[src/rtl/ctc_pkg.sv]
`default_nettype none
// ----------------------------------------------------------------
// shared constants of the top-off and termination configuration bank
// ----------------------------------------------------------------
package ctc_pkg;
  // register index on the configuration port
  localparam logic [7:0] TOPOFF_CFG_OFS = 8'h19;
  localparam logic [7:0] SYS_TERM_CFG_OFS = 8'h1a;
  // reset values: spare 0, duration 011, threshold 0010
  localparam logic [7:0] TOPOFF_CFG_RST = 8'h32;
  // reset values: follow enabled, min sys 01, term code 0x04
  localparam logic [7:0] SYS_TERM_CFG_RST = 8'h24;
  localparam logic [7:0] UNMAPPED_RDATA = 8'h00;
  // field positions inside the top-off register
  localparam int SPARE_BIT = 7;
  localparam int DUR_LSB = 4;
  localparam int DUR_W = 3;
  localparam int ITH_LSB = 0;
  localparam int ITH_W = 4;
  // field positions inside the system / termination register
  localparam int FOLLOW_DIS_BIT = 7;
  localparam int MIN_SYSTEM_VOLTAGE_LSB = 5;
  localparam int MIN_SYSTEM_VOLTAGE_W = 2;
  localparam int TERM_LSB = 0;
  localparam int TERM_W = 5;
  // fast-charge current decode, in mA
  localparam logic [6:0] CC_FLOOR_CODE = 7'h02;
  localparam logic [6:0] CC_MAX_CODE = 7'h6e;
  localparam logic [12:0] CC_FLOOR_MA = 13'h0064;
  localparam logic [12:0] CC_STEP_MA = 13'h0032;
  // top-off threshold decode, in mA
  localparam logic [3:0] ITH_DISABLE = 4'h0;
  localparam logic [9:0] ITH_BASE_MA = 10'h0096;
  localparam logic [9:0] ITH_STEP_MA = 10'h0032;
  // top-off duration: short run in seconds, longer runs in steps of minutes
  localparam int TOPOFF_SHORT_S = 30;
  localparam int TOPOFF_STEP_MIN = 10;
  localparam int SEC_PER_MIN = 60;
  localparam logic [DUR_W-1:0] DUR_SHORT_CODE = 3'h0;
  // voltages in units of 100 uV
  localparam logic [16:0] TERM_BASE_A = 17'h0_a21c;
  localparam logic [16:0] TERM_STEP_A = 17'h0_007d;
  localparam logic [16:0] TERM_BASE_B = 17'h0_88b8;
  localparam logic [16:0] TERM_STEP_B = 17'h0_00fa;
  // minimum system levels, variant a then variant b
  localparam logic [16:0] MIN_SYSTEM_VOLTAGE_A0 = 17'h0_84d0;
  localparam logic [16:0] MIN_SYSTEM_VOLTAGE_A1 = 17'h0_88b8;
  localparam logic [16:0] MIN_SYSTEM_VOLTAGE_A2 = 17'h0_8ca0;
  localparam logic [16:0] MIN_SYSTEM_VOLTAGE_A3 = 17'h0_9088;
  localparam logic [16:0] MIN_SYSTEM_VOLTAGE_B0 = 17'h0_7530;
  localparam logic [16:0] MIN_SYSTEM_VOLTAGE_B1 = 17'h0_7918;
  localparam logic [16:0] MIN_SYSTEM_VOLTAGE_B2 = 17'h0_88b8;
  localparam logic [16:0] MIN_SYSTEM_VOLTAGE_B3 = 17'h0_8ca0;
  // battery + 4 percent is battery + battery / 25
  localparam logic [16:0] FOLLOW_DIV = 17'h0_0019;
  // charger state details codes
  localparam logic [3:0] DTLS_FAST = 4'h3;
  localparam logic [3:0] DTLS_TOPOFF = 4'h4;
  localparam logic [3:0] DTLS_DONE = 4'h5;
  localparam logic [3:0] DTLS_OFF = 4'h8;
  // clock
  localparam int CLK_HZ = 125_000_000;
  typedef enum logic [1:0] {ST_OFF, ST_FAST, ST_TOPOFF, ST_DONE} ctc_state_t;
endpackage
`default_nettype wire

[src/rtl/ctc_timer_if.sv]
`default_nettype none
// ----------------------------------------------------------------
// link between the charge state logic and the top-off timer
// ----------------------------------------------------------------
interface ctc_timer_if;
  logic start; // one-cycle pulse, loads the duration
  logic stop; // one-cycle pulse, abandons the run
  logic [2:0] duration; // duration code taken with start
  logic expired; // one-cycle pulse at the end of the run
  modport ctl (output start, output stop, output duration, input expired);
  modport tmr (input start, input stop, input duration, output expired);
endinterface
`default_nettype wire

[src/rtl/ctc_topoff_timer.sv]
`default_nettype none
// ----------------------------------------------------------------
// top-off timer: one-second prescaler and seconds down-counter
// ----------------------------------------------------------------
module ctc_topoff_timer #(
  parameter int unsigned CYCLES_PER_SEC = ctc_pkg::CLK_HZ
) (
  input wire logic clk,
  input wire logic resetn,
  ctc_timer_if.tmr tif
);
  logic [31:0] pre_q; // cycles within the current second
  logic [12:0] sec_q; // seconds still to run
  logic run_q; // a run is in progress
  logic exp_q; // end-of-run pulse
  logic sec_tick; // last cycle of a second

  assign sec_tick = (pre_q == 32'(CYCLES_PER_SEC - 1));
  assign tif.expired = exp_q;

  // seconds requested by a duration code
  function automatic logic [12:0] dur_seconds(input logic [2:0] code);
    if (code == ctc_pkg::DUR_SHORT_CODE) begin
      return 13'(ctc_pkg::TOPOFF_SHORT_S);
    end
    return 13'(32'(code) * ctc_pkg::TOPOFF_STEP_MIN * ctc_pkg::SEC_PER_MIN);
  endfunction

  // prescaler restarts with every run so each second is whole
  always_ff @(posedge clk or negedge resetn) begin
    if (!resetn) begin
      pre_q <= 32'h0000_0000;
    end else if (tif.start || !run_q || sec_tick) begin
      pre_q <= 32'h0000_0000;
    end else begin
      pre_q <= pre_q + 32'h0000_0001;
    end
  end

  // down-counter; start wins over a stop in the same cycle
  always_ff @(posedge clk or negedge resetn) begin
    if (!resetn) begin
      sec_q <= 13'h0000;
      run_q <= 1'b0;
      exp_q <= 1'b0;
    end else begin
      exp_q <= 1'b0;
      if (tif.start) begin
        sec_q <= dur_seconds(tif.duration);
        run_q <= 1'b1;
      end else if (tif.stop) begin
        run_q <= 1'b0;
      end else if (run_q && sec_tick) begin
        if (sec_q == 13'h0001) begin
          run_q <= 1'b0;
          exp_q <= 1'b1;
        end
        sec_q <= sec_q - 13'h0001;
      end
    end
  end
endmodule // ctc_topoff_timer
`default_nettype wire

[src/rtl/ctc_top.sv]
`default_nettype none
// Function
// - current code steps 50mA, saturates above 0x6E
// - duration code: 30s or 10-70 minutes
// - constant-voltage current at threshold enters top-off
// - top-off entry pulses event, reports top-off
// - top-off entry starts timer with duration
// - threshold code zero disables, else 150-850mA
// - follow enabled: max(battery+4%, minimum system)
// - following stays in force after charge done
// - follow disabled: regulate to termination voltage
// - minimum system code picks level per variant
// - termination code sets voltage per variant
module ctc_top #(
  parameter bit VARIANT_B = 1'b0, // selects the second voltage tables
  parameter int unsigned CYCLES_PER_SEC = ctc_pkg::CLK_HZ
) (
  input wire logic clk,
  input wire logic resetn,
  // register port behind the serial configuration engine
  input wire logic [7:0] reg_addr,
  input wire logic reg_wr,
  input wire logic reg_rd,
  input wire logic [7:0] reg_wdata,
  output logic [7:0] reg_rdata,
  // charger context
  input wire logic charge_enable, // charger enabled, same clock
  input wire logic cv_mode_pin, // analog loop in constant voltage
  input wire logic buck_mode_pin, // converter running as buck
  input wire logic [12:0] charge_current_ma, // measured current, same clock
  input wire logic [15:0] battery_voltage, // 100 uV units, same clock
  input wire logic [6:0] fast_charge_current_code,
  // results
  output logic [12:0] charge_current_limit_ma,
  output logic [9:0] topoff_threshold_ma,
  output logic [16:0] battery_term_voltage,
  output logic [16:0] sys_regulation_target,
  output logic sys_target_valid,
  output logic [3:0] charger_state_details,
  output logic charger_event_irq
);
  // ----------------------------------------------------------------
  // registers and synchronisers
  // ----------------------------------------------------------------
  logic [7:0] topoff_config_q; // top-off register
  logic [7:0] sys_term_cfg_q; // system / termination register
  logic cv_s1_q, cv_s2_q; // constant-voltage synchroniser
  logic buck_s1_q, buck_s2_q; // buck-mode synchroniser
  ctc_pkg::ctc_state_t state_q, state_d; // charge progress
  logic enter_topoff; // one cycle, transition into top-off
  logic [3:0] ith_code; // threshold field
  logic [9:0] ith_ma; // decoded threshold
  logic [16:0] term_v; // decoded termination voltage
  logic [16:0] min_system_voltage_v; // decoded minimum system voltage
  logic [16:0] follow_v; // battery plus four percent
  ctc_timer_if tif ();

  assign ith_code = topoff_config_q[ctc_pkg::ITH_LSB +: ctc_pkg::ITH_W];

  // threshold decode in mA
  function automatic logic [9:0] ith_decode(input logic [3:0] code);
    if (code == ctc_pkg::ITH_DISABLE) begin
      return 10'h000;
    end
    return ctc_pkg::ITH_BASE_MA + 10'(32'(code - 4'h1) * 32'(ctc_pkg::ITH_STEP_MA));
  endfunction

  // termination voltage decode in 100 uV
  function automatic logic [16:0] term_decode(input logic [4:0] code, input logic var_b);
    logic [16:0] base;
    logic [16:0] step;
    base = var_b ? ctc_pkg::TERM_BASE_B : ctc_pkg::TERM_BASE_A;
    step = var_b ? ctc_pkg::TERM_STEP_B : ctc_pkg::TERM_STEP_A;
    return base + 17'(32'(code) * 32'(step));
  endfunction

  // ----------------------------------------------------------------
  // register writes; all fields are plain read-write
  // ----------------------------------------------------------------
  always_ff @(posedge clk or negedge resetn) begin
    if (!resetn) begin
      topoff_config_q <= ctc_pkg::TOPOFF_CFG_RST;
      sys_term_cfg_q <= ctc_pkg::SYS_TERM_CFG_RST;
    end else if (reg_wr) begin
      if (reg_addr == ctc_pkg::TOPOFF_CFG_OFS) begin
        topoff_config_q <= reg_wdata;
      end
      if (reg_addr == ctc_pkg::SYS_TERM_CFG_OFS) begin
        sys_term_cfg_q <= reg_wdata;
      end
    end
  end

  // read data registered one cycle after the read strobe
  always_ff @(posedge clk or negedge resetn) begin
    if (!resetn) begin
      reg_rdata <= ctc_pkg::UNMAPPED_RDATA;
    end else if (reg_rd) begin
      unique case (reg_addr)
        ctc_pkg::TOPOFF_CFG_OFS: reg_rdata <= topoff_config_q;
        ctc_pkg::SYS_TERM_CFG_OFS: reg_rdata <= sys_term_cfg_q;
        default: reg_rdata <= ctc_pkg::UNMAPPED_RDATA;
      endcase
    end
  end

  // analog status pins cross into the clock domain
  always_ff @(posedge clk or negedge resetn) begin
    if (!resetn) begin
      cv_s1_q <= 1'b0;
      cv_s2_q <= 1'b0;
      buck_s1_q <= 1'b0;
      buck_s2_q <= 1'b0;
    end else begin
      cv_s1_q <= cv_mode_pin;
      cv_s2_q <= cv_s1_q;
      buck_s1_q <= buck_mode_pin;
      buck_s2_q <= buck_s1_q;
    end
  end

  // ----------------------------------------------------------------
  // charge progress
  // ----------------------------------------------------------------
  always_comb begin
    state_d = state_q;
    enter_topoff = 1'b0;
    unique case (state_q)
      ctc_pkg::ST_OFF: begin
        if (charge_enable) begin
          state_d = ctc_pkg::ST_FAST;
        end
      end
      ctc_pkg::ST_FAST: begin
        // current decay in cv; never with threshold off
        if (cv_s2_q && ith_code != ctc_pkg::ITH_DISABLE &&
            charge_current_ma <= 13'(ith_decode(ith_code))) begin
          state_d = ctc_pkg::ST_TOPOFF;
          enter_topoff = 1'b1;
        end
      end
      ctc_pkg::ST_TOPOFF: begin
        if (tif.expired) begin
          state_d = ctc_pkg::ST_DONE;
        end
      end
      ctc_pkg::ST_DONE: begin
        state_d = ctc_pkg::ST_DONE;
      end
    endcase
    // disabling the charger abandons any stage
    if (!charge_enable) begin
      state_d = ctc_pkg::ST_OFF;
      enter_topoff = 1'b0;
    end
  end

  always_ff @(posedge clk or negedge resetn) begin
    if (!resetn) begin
      state_q <= ctc_pkg::ST_OFF;
    end else begin
      state_q <= state_d;
    end
  end

  // timer starts on entry with the duration field; entry is gated
  assign tif.start = enter_topoff;
  assign tif.stop = (state_q == ctc_pkg::ST_TOPOFF) && !charge_enable;
  // duration code handed to the timer
  assign tif.duration = topoff_config_q[ctc_pkg::DUR_LSB +: ctc_pkg::DUR_W];

  ctc_topoff_timer #(
    .CYCLES_PER_SEC(CYCLES_PER_SEC)
  ) u_timer (
    .clk(clk),
    .resetn(resetn),
    .tif(tif)
  );

  // event pulse and state report on entry; done report
  always_ff @(posedge clk or negedge resetn) begin
    if (!resetn) begin
      charger_event_irq <= 1'b0;
      charger_state_details <= ctc_pkg::DTLS_OFF;
    end else begin
      charger_event_irq <= enter_topoff;
      unique case (state_d)
        ctc_pkg::ST_OFF: charger_state_details <= ctc_pkg::DTLS_OFF;
        ctc_pkg::ST_FAST: charger_state_details <= ctc_pkg::DTLS_FAST;
        ctc_pkg::ST_TOPOFF: charger_state_details <= ctc_pkg::DTLS_TOPOFF;
        ctc_pkg::ST_DONE: charger_state_details <= ctc_pkg::DTLS_DONE;
      endcase
    end
  end

  // ----------------------------------------------------------------
  // decodes toward the analog loops
  // ----------------------------------------------------------------
  // termination per variant
  assign term_v = term_decode(sys_term_cfg_q[ctc_pkg::TERM_LSB +: ctc_pkg::TERM_W], VARIANT_B);

  always_comb begin
    unique case (sys_term_cfg_q[ctc_pkg::MIN_SYSTEM_VOLTAGE_LSB +: ctc_pkg::MIN_SYSTEM_VOLTAGE_W])
      2'h0: min_system_voltage_v = VARIANT_B ? ctc_pkg::MIN_SYSTEM_VOLTAGE_B0 : ctc_pkg::MIN_SYSTEM_VOLTAGE_A0;
      2'h1: min_system_voltage_v = VARIANT_B ? ctc_pkg::MIN_SYSTEM_VOLTAGE_B1 : ctc_pkg::MIN_SYSTEM_VOLTAGE_A1;
      2'h2: min_system_voltage_v = VARIANT_B ? ctc_pkg::MIN_SYSTEM_VOLTAGE_B2 : ctc_pkg::MIN_SYSTEM_VOLTAGE_A2;
      2'h3: min_system_voltage_v = VARIANT_B ? ctc_pkg::MIN_SYSTEM_VOLTAGE_B3 : ctc_pkg::MIN_SYSTEM_VOLTAGE_A3;
    endcase
  end

  // division by a constant; fine at this rate, the loop target moves slowly
  assign follow_v = 17'(battery_voltage) + 17'(battery_voltage) / ctc_pkg::FOLLOW_DIV;

  // system target, valid only in buck mode
  always_ff @(posedge clk or negedge resetn) begin
    if (!resetn) begin
      sys_regulation_target <= 17'h0_0000;
      sys_target_valid <= 1'b0;
    end else begin
      sys_target_valid <= buck_s2_q;
      if (sys_term_cfg_q[ctc_pkg::FOLLOW_DIS_BIT]) begin
        sys_regulation_target <= term_v;
      end else begin
        // larger of the two; independent of charge state
        sys_regulation_target <= (follow_v > min_system_voltage_v) ? follow_v : min_system_voltage_v;
      end
    end
  end

  // current limit and threshold outputs
  always_ff @(posedge clk or negedge resetn) begin
    if (!resetn) begin
      charge_current_limit_ma <= ctc_pkg::CC_FLOOR_MA;
      topoff_threshold_ma <= 10'h000;
      battery_term_voltage <= 17'h0_0000;
    end else begin
      if (fast_charge_current_code <= ctc_pkg::CC_FLOOR_CODE) begin
        charge_current_limit_ma <= ctc_pkg::CC_FLOOR_MA;
      end else if (fast_charge_current_code >= ctc_pkg::CC_MAX_CODE) begin
        charge_current_limit_ma <= 13'(32'(ctc_pkg::CC_MAX_CODE) * 32'(ctc_pkg::CC_STEP_MA));
      end else begin
        charge_current_limit_ma <=
          13'(32'(fast_charge_current_code) * 32'(ctc_pkg::CC_STEP_MA));
      end
      topoff_threshold_ma <= ith_decode(ith_code);
      battery_term_voltage <= term_v;
    end
  end
endmodule // ctc_top
`default_nettype wire

[config.mk]
export PLATFORM = sky130hd
export DESIGN_NAME = ctc_top
export DESIGN_NICKNAME = d
export VERILOG_FILES = /design/src/rtl/ctc_pkg.sv /design/src/rtl/ctc_timer_if.sv /design/src/rtl/ctc_topoff_timer.sv /design/src/rtl/ctc_top.sv
export SDC_FILE = /design/constraint.sdc
export NUM_CORES = 1
export LEC_CHECK = 0
export ABC_AREA = 1
export BUFFER_PORTS_ARGS = -buffer_cell sky130_fd_sc_hd__buf_2
export CAP_MARGIN = 25
export CORE_MARGIN = 1
export CORE_UTILIZATION = 49
export CTS_CLUSTER_DIAMETER = 100
export DETAILED_ROUTE_END_ITERATION = 7
export PLACE_DENSITY = 0.69
export SLEW_MARGIN = 20
export SYNTH_ARGS = -nofsm -noshare
export SYNTH_HDL_FRONTEND = slang
export SYNTH_SLANG_ARGS = --single-unit
[constraint.sdc]
create_clock -name clk -period 12.72 [get_ports clk]
set_input_delay 0 -clock clk [delete_from_list [all_inputs] [get_ports clk]]
set_output_delay 0 -clock clk [all_outputs]
set_load 0.02 [all_outputs]
==> results.sh, run 1 <==
export IMPL_period_minus_slack_ns=10.09
export IMPL_htreeDepth=4
export IMPL_grt_start_max_net_pins=71
export IMPL_report_final_slew_viol_count=0
export IMPL_synthCells=1424
export IMPL_fin_setup_tns_ns=0
export IMPL_crit_path_max_incr_delay_ns=0.53
export IMPL_synthArstFlopShare_pct=100
export IMPL_dp_hpwl_mm=19.3
export IMPL_finalNonFillerCells=1866
export IMPL_critPathRequiredTime_ns=13.00
export IMPL_routed_wl_mm=24.5
export IMPL_slew_limit_headroom_pct=36.3
export IMPL_cts_hold_buf=17
export IMPL_grt_pass1_wl_mm=42.4
export IMPL_yosys_warnings=0
export IMPL_min_path_type="in2reg"
export IMPL_post_cts_buffers=0
export IMPL_antenna_found_initial=0
export IMPL_drt_initial_drc_count=451
export IMPL_routedWlPerCell_um=13.1
export IMPL_finalHoldViolCount=0
export IMPL_status="complete, but fails checks"
export IMPL_die_w_um=153
export IMPL_via_count=9447
export IMPL_ctsLongestPathBuffers=2
export IMPL_cts_resized=0
export IMPL_port_buffers=125
export IMPL_r2r_end="u_timer.sec_q[9]$_DFFE_PN0P_"
export IMPL_initial_utilization_pct=50.6
export IMPL_rrSetupSlack_ns=5.88
export IMPL_clock_sinks=134
export IMPL_cts_made_buffers=17
export IMPL_track_usage_pct=22.0
export IMPL_detail_route_vias_per_cell=5.06
export IMPL_cp_common_cell="nand2_2"
export IMPL_worstReg2RegStart="topoff_config_q[1]$_DFFE_PN1P_"
export IMPL_fin_crit_sh_pct=79.3
export IMPL_r2r_cells=29
export IMPL_core_rowCount=54
export IMPL_overflow=0
export IMPL_path_class="in2reg"
export IMPL_nets=1780
export IMPL_fin_ws_ns=2.63
export IMPL_drcViolationCount=3
export IMPL_multi_input_area_um2=6740
export IMPL_critPathLaunchType="input pin"
export IMPL_place_inst=1816
export IMPL_worst_ep_arrival_time_ns=10.37
export IMPL_seqCellArea_um2=3360
export IMPL_synth_flop_cell="dfrtp_1"
export IMPL_dr_pass1_iters=7
export IMPL_place_congestion=0.872
export IMPL_finalSetupViolations=0
export IMPL_synth_distinct_cells=54
export IMPL_cp_endpoint="sys_regulation_target[9]$_DFF_PN0_"
export IMPL_max_slew_worst_pin_slew_ns=0.952
export IMPL_syn_avg_cell_area_um2=7.82
export IMPL_crit_start="battery_voltage[13]"
export IMPL_syn_area_um2=11100
export IMPL_fillers=1984
export IMPL_ant_nets=0
export IMPL_grt_pass1_vias=9160
export IMPL_met1_usage_pct=29.1
export IMPL_seq_area_frac_synth_pct=30.2
export IMPL_clkLatencyLatePin_ns=0.42
export IMPL_ys_ff_latch=134
export IMPL_core_um2=22000
export IMPL_die_area_um2=23300
export IMPL_drv_cap=0
export IMPL_skew_ns=0.00743
export IMPL_clock_fmax_ghz=0.0991
export IMPL_area_delta_synth_final_pct=15.4
export IMPL_top_usage_layer="met2"
export IMPL_root_buffer="clkbuf_16"
export IMPL_synth_edf_count=0
export IMPL_critPathMaxFanout=13
export IMPL_io_pins=130
export IMPL_rsz0062_at_grt="false"
export IMPL_path_clk_slew_ns=0.06
export IMPL_use_met3_pct=3.50
export IMPL_cp_end_kind="register"
export IMPL_drive_gt1_share_pct=18.1
export IMPL_n_antenna_cell=0
export IMPL_violations="design-rule violations"
export IMPL_cp_slowest_cell="dlygate4sd3_1"
export IMPL_dp_worst_setup_slack_ns=2.90
export IMPL_cts_tree="yes"
export IMPL_grt_use_met2_pct=37.4
export IMPL_die_h_um=153
==> area by class of cell <==
class | count | area share (%)
Clock inverter | 13 | 1.39
Sequential cell | 134 | 26.2
Timing Repair Buffer | 145 | 6.42
Inverter | 252 | 7.40
Clock buffer | 19 | 3.45
Tap cell | 280 | 2.73
Multi-Input combinational cell | 1023 | 52.4
==> cell usage after synthesis, types with 6 or more instances <==
library cell,n,area share (%)
nand2_1,239,8.1
inv_1,237,8.0
dfrtp_1,125,28
nor2_1,125,4.2
ha_1,124,14
nand3_1,82,3.7
o21ai_0,75,3.4
a21oi_1,60,2.7
nand2_2,38,2.1
xor2_1,38,3.0
nor3_1,32,1.4
nand4_1,30,1.7
nand2_4,28,2.8
fa_1,24,4.3
xnor2_1,16,1.3
o22ai_1,12,0.67
clkbuf_1,10,0.34
inv_2,10,0.34
nor4_1,10,0.56
dfstp_2,9,2.1
mux2_2,8,0.81
buf_4,7,0.47
nor3b_1,7,0.47
or2_2,7,0.39
nor2_4,6,0.61
==> state kept, by name (all words and copies together) (netlist names) <==
name                     count
cv_s1_q                      1
cv_s2_q                      1
charger_event_irq            1
buck_s2_q                    1
buck_s1_q                    1
topoff_threshold_ma          9
state_q                      1
topoff_config_q              8
sys_regulation_target       17
charger_state_details        4
sys_term_cfg_q               8
u_timer.tif.expired          1
reg_rdata                    8
u_timer.run_q                1
battery_term_voltage        14
charge_current_limit_ma     12
u_timer.sec_q               13
sys_target_valid             1
u_timer.pre_q               32
==> layer usage <==
metal  wire length (um)  vias up
li1                   -     4896
met1              11600     4387
met2              11800      144
met3                790       20
met4                305        0
met5                  0        -
==> placed cells by master (no fill, tap or decap), drive strengths merged, types with 9 or more instances in the layout <==
cell,Yosys,layout
clkbuf,10,19
nand3,87,87
dfrtp,125,125
fa,24,24
buf,8,128
nor3,32,32
nor4,10,10
dfstp,9,9
dlygate4sd3,0,17
xnor2,16,16
nor2,136,136
inv,248,249
o21ai,81,81
nand2,305,305
nand4,36,36
o22ai,12,12
a21oi,61,61
xor2,38,38
ha,124,124
==> per-stage QoR <==
step           hold WS [ns]  util (%)  instance area, um^2
6_report             0.0112      58.4                12900
4_1_cts             0.00895      58.3                12800
5_1_grt              0.0203      58.4                12900
3_5_place_dp         0.0346      54.7                12100
3_3_place_gp         0.0384      54.7                12100
2_1_floorplan        -0.296         -                11100
==> worst max-delay path: cells and delay by family <==
family | cells | cell delay, ns
buffers and inverters | 9 | 1.32
AND/OR/NAND/NOR | 52 | 5.46
adder cells (fa/ha/maj) | 5 | 1.53
XOR/XNOR | 1 | 0.14
AO/OA/AOI/OAI | 11 | 1.86
==> logic make-up after synthesis <==
logic type / count (synthesis) / share of synthesized area [%]
simple gates: 626 / 28.0
buf+inv: 270 / 9.38
compound gates: 182 / 9.05
fa+ha+maj: 148 / 18.2
flops: 134 / 30.2
xor+xnor: 54 / 4.25
mux: 8 / 0.809
other cells: 2 / 0.0674
==> worst min path at each step <==
| stage | endpoint | depth (start not counted) | slack (ns) | start |
|---|---|---|---|---|
| global route | reg_rdata[2]$_DFFE_PN0P_ | 2 | 0.02 | reg_rd |
| detailed placement | u_timer.pre_q[11]$_DFF_PN0_ | 1 | 0.03 | resetn |
| finish | reg_rdata[3]$_DFFE_PN0P_ | 2 | 0.01 | reg_rd |
| global placement | u_timer.pre_q[14]$_DFF_PN0_ | 1 | 0.04 | resetn |
| CTS | reg_rdata[0]$_DFFE_PN0P_ | 2 | 0.009 | reg_rd |
| floorplan | battery_term_voltage[0]$_DFF_PN0_ | 0 | -0.30 | resetn |
Power of run 1 is not shown: default switching activity piles up to over one toggle a cycle in this logic, so the estimate is an artifact.
==> run 2: changes to the inputs <==
Clock period 12.72 ns to 9.4 ns, I/O delays scaled along.
==> results.sh, run 2 (synthesis results as in run 1) <==
export IMPL_ant_nets=0
export IMPL_critPathRequiredTime_ns=9.69
export IMPL_die_area_um2=23300
export IMPL_io_pins=130
export IMPL_clock_fmax_ghz=0.115
export IMPL_hold_ws_ns=0.00312
export IMPL_cp_common_cell="nand2_4"
export IMPL_finalSetupViolations=0
export IMPL_period_minus_slack_ns=8.66
export IMPL_report_final_slew_viol_count=0
export IMPL_status="complete, but fails checks"
export IMPL_hp_start="battery_voltage[13]"
export IMPL_grt_pass1_wl_mm=42.8
export IMPL_overflow=0
export IMPL_htreeDepth=4
export IMPL_clock_sinks=134
export IMPL_final_common_cell="nand2_1"
export IMPL_fin_ws_ns=0.739
export IMPL_dp_worst_setup_slack_ns=-0.213
export IMPL_drive_gt1_share_pct=21.0
export IMPL_critPathLaunchType="input pin"
export IMPL_antenna_found_initial=0
export IMPL_place_congestion=0.862
export IMPL_dr_pass1_iters=8
export IMPL_cp_slowest_cell="ha_1"
export IMPL_cp_end_kind="register"
export IMPL_finalHoldViolCount=0
export IMPL_ctsLongestPathBuffers=2
export IMPL_drt_initial_drc_count=497
export IMPL_top_regs="u_timer.pre_q (32), sys_regulation_target (17), battery_term_voltage (14)"
export IMPL_initial_utilization_pct=50.6
export IMPL_core_um2=22000
export IMPL_critPathMaxFanout=8
export IMPL_most_common_layout_cells="235 x nand2_1, 234 x inv_1, 125 x dfrtp_1"
export IMPL_routed_wl_mm=25.5
export IMPL_routedWlPerCell_um=13.5
export IMPL_grt_pass1_vias=9276
export IMPL_violations="design-rule violations"
export IMPL_max_slew_worst_pin_slew_ns=0.963
export IMPL_via_count=9657
export IMPL_path_class="in2reg"
export IMPL_fin_crit_sh_pct=92.1
export IMPL_slew_limit_headroom_pct=35.5
export IMPL_crit_start="battery_voltage[12]"
export IMPL_die_w_um=153
export IMPL_root_buffer="clkbuf_16"
export IMPL_dp_hpwl_mm=19.3
export IMPL_finalNonFillerCells=1882
export IMPL_track_usage_pct=22.3
export IMPL_drv_cap=0
export IMPL_cts_tree="yes"
export IMPL_clkLatencyLatePin_ns=0.42
export IMPL_detail_route_vias_per_cell=5.13
export IMPL_worstReg2RegStart="topoff_config_q[1]$_DFFE_PN1P_"
export IMPL_core_rowCount=54
export IMPL_worst_ep_arrival_time_ns=8.95
export IMPL_cts_made_buffers=17
export IMPL_crit_path_max_incr_delay_ns=0.32
export IMPL_skew_ns=0.00695
export IMPL_grt_start_max_net_pins=80
export IMPL_place_inst=1818
export IMPL_largest_register_ff_count=32
export IMPL_nets=1796
export IMPL_drcViolationCount=2
export IMPL_path_clk_slew_ns=0.06
export IMPL_port_buffers=125
export IMPL_min_path_type="in2reg"
export IMPL_largest_register="u_timer.pre_q"
export IMPL_die_h_um=153
export IMPL_n_antenna_cell=0
export IMPL_area_delta_synth_final_pct=19.3
## run 2: cell type report
| type | instances | area [um^2] |
|---|---|---|
| clock buffers | 17 | 425 |
| clock inverters | 15 | 250 |
| repair buffers | 161 | 983 |
| multi-input cells | 1023 | 6950 |
| well taps | 280 | 350 |
| fillers | 1973 | 8740 |
| flip-flops and latches | 134 | 3360 |
| inverters | 252 | 956 |
## run 2: what timing repair did
action,4_1_cts,5_1_grt
endpoints found under the setup margin,0,15
gates resized for setup,0,62
hold buffers,17,0
setup buffers,0,14
endpoints found under the hold margin,83,0
## run 2: routing by layer
layer  vias up  global-route usage (%)  share of wire [%]
met3        33                    4.15                3.9
met1      4517                    28.7                 45
li1       4922                       -                  -
met4         0                    5.72                1.7
met2       185                    38.4                 49
met5         -                       0                  0
## run 2: per-stage QoR
step           utilization, %  TNS (ns)  instance area [um^2]
6_report                 60.3         0                 13300
5_1_grt                  60.3    -0.693                 13300
4_1_cts                  58.6         0                 12900
3_5_place_dp             54.8     -1.82                 12100
3_3_place_gp             54.8         0                 12100
2_1_floorplan               -         0                 11100
## run 2: final timing paths
check / endpoint / slack (ns) / depth (start not counted)
min in group asynchronous: topoff_threshold_ma[4]$_DFF_PN0_ / 0.10 / 2
min: sys_regulation_target[15]$_DFF_PN0_ / 0.003 / 4
max reg2reg: u_timer.sec_q[9]$_DFFE_PN0P_ / 2.61 / 29
max in group asynchronous: sys_term_cfg_q[5]$_DFFE_PN1P_ / 8.22 / 4
max: sys_regulation_target[3]$_DFF_PN0_ / 0.74 / 81
min reg2reg: sys_target_valid$_DFF_PN0_ / 0.35 / 0
## run 2: critical path: cells and delay by family
kind,cells,cell delay [ns]
buffers and inverters,8,0.80
and+or+nand+nor,56,5.29
AOI/OAI and AO/OA,11,1.42
xor gates and xnor gates,1,0.08
adders and majority gates,5,1.30
Power of run 2 is left out for the same reason.
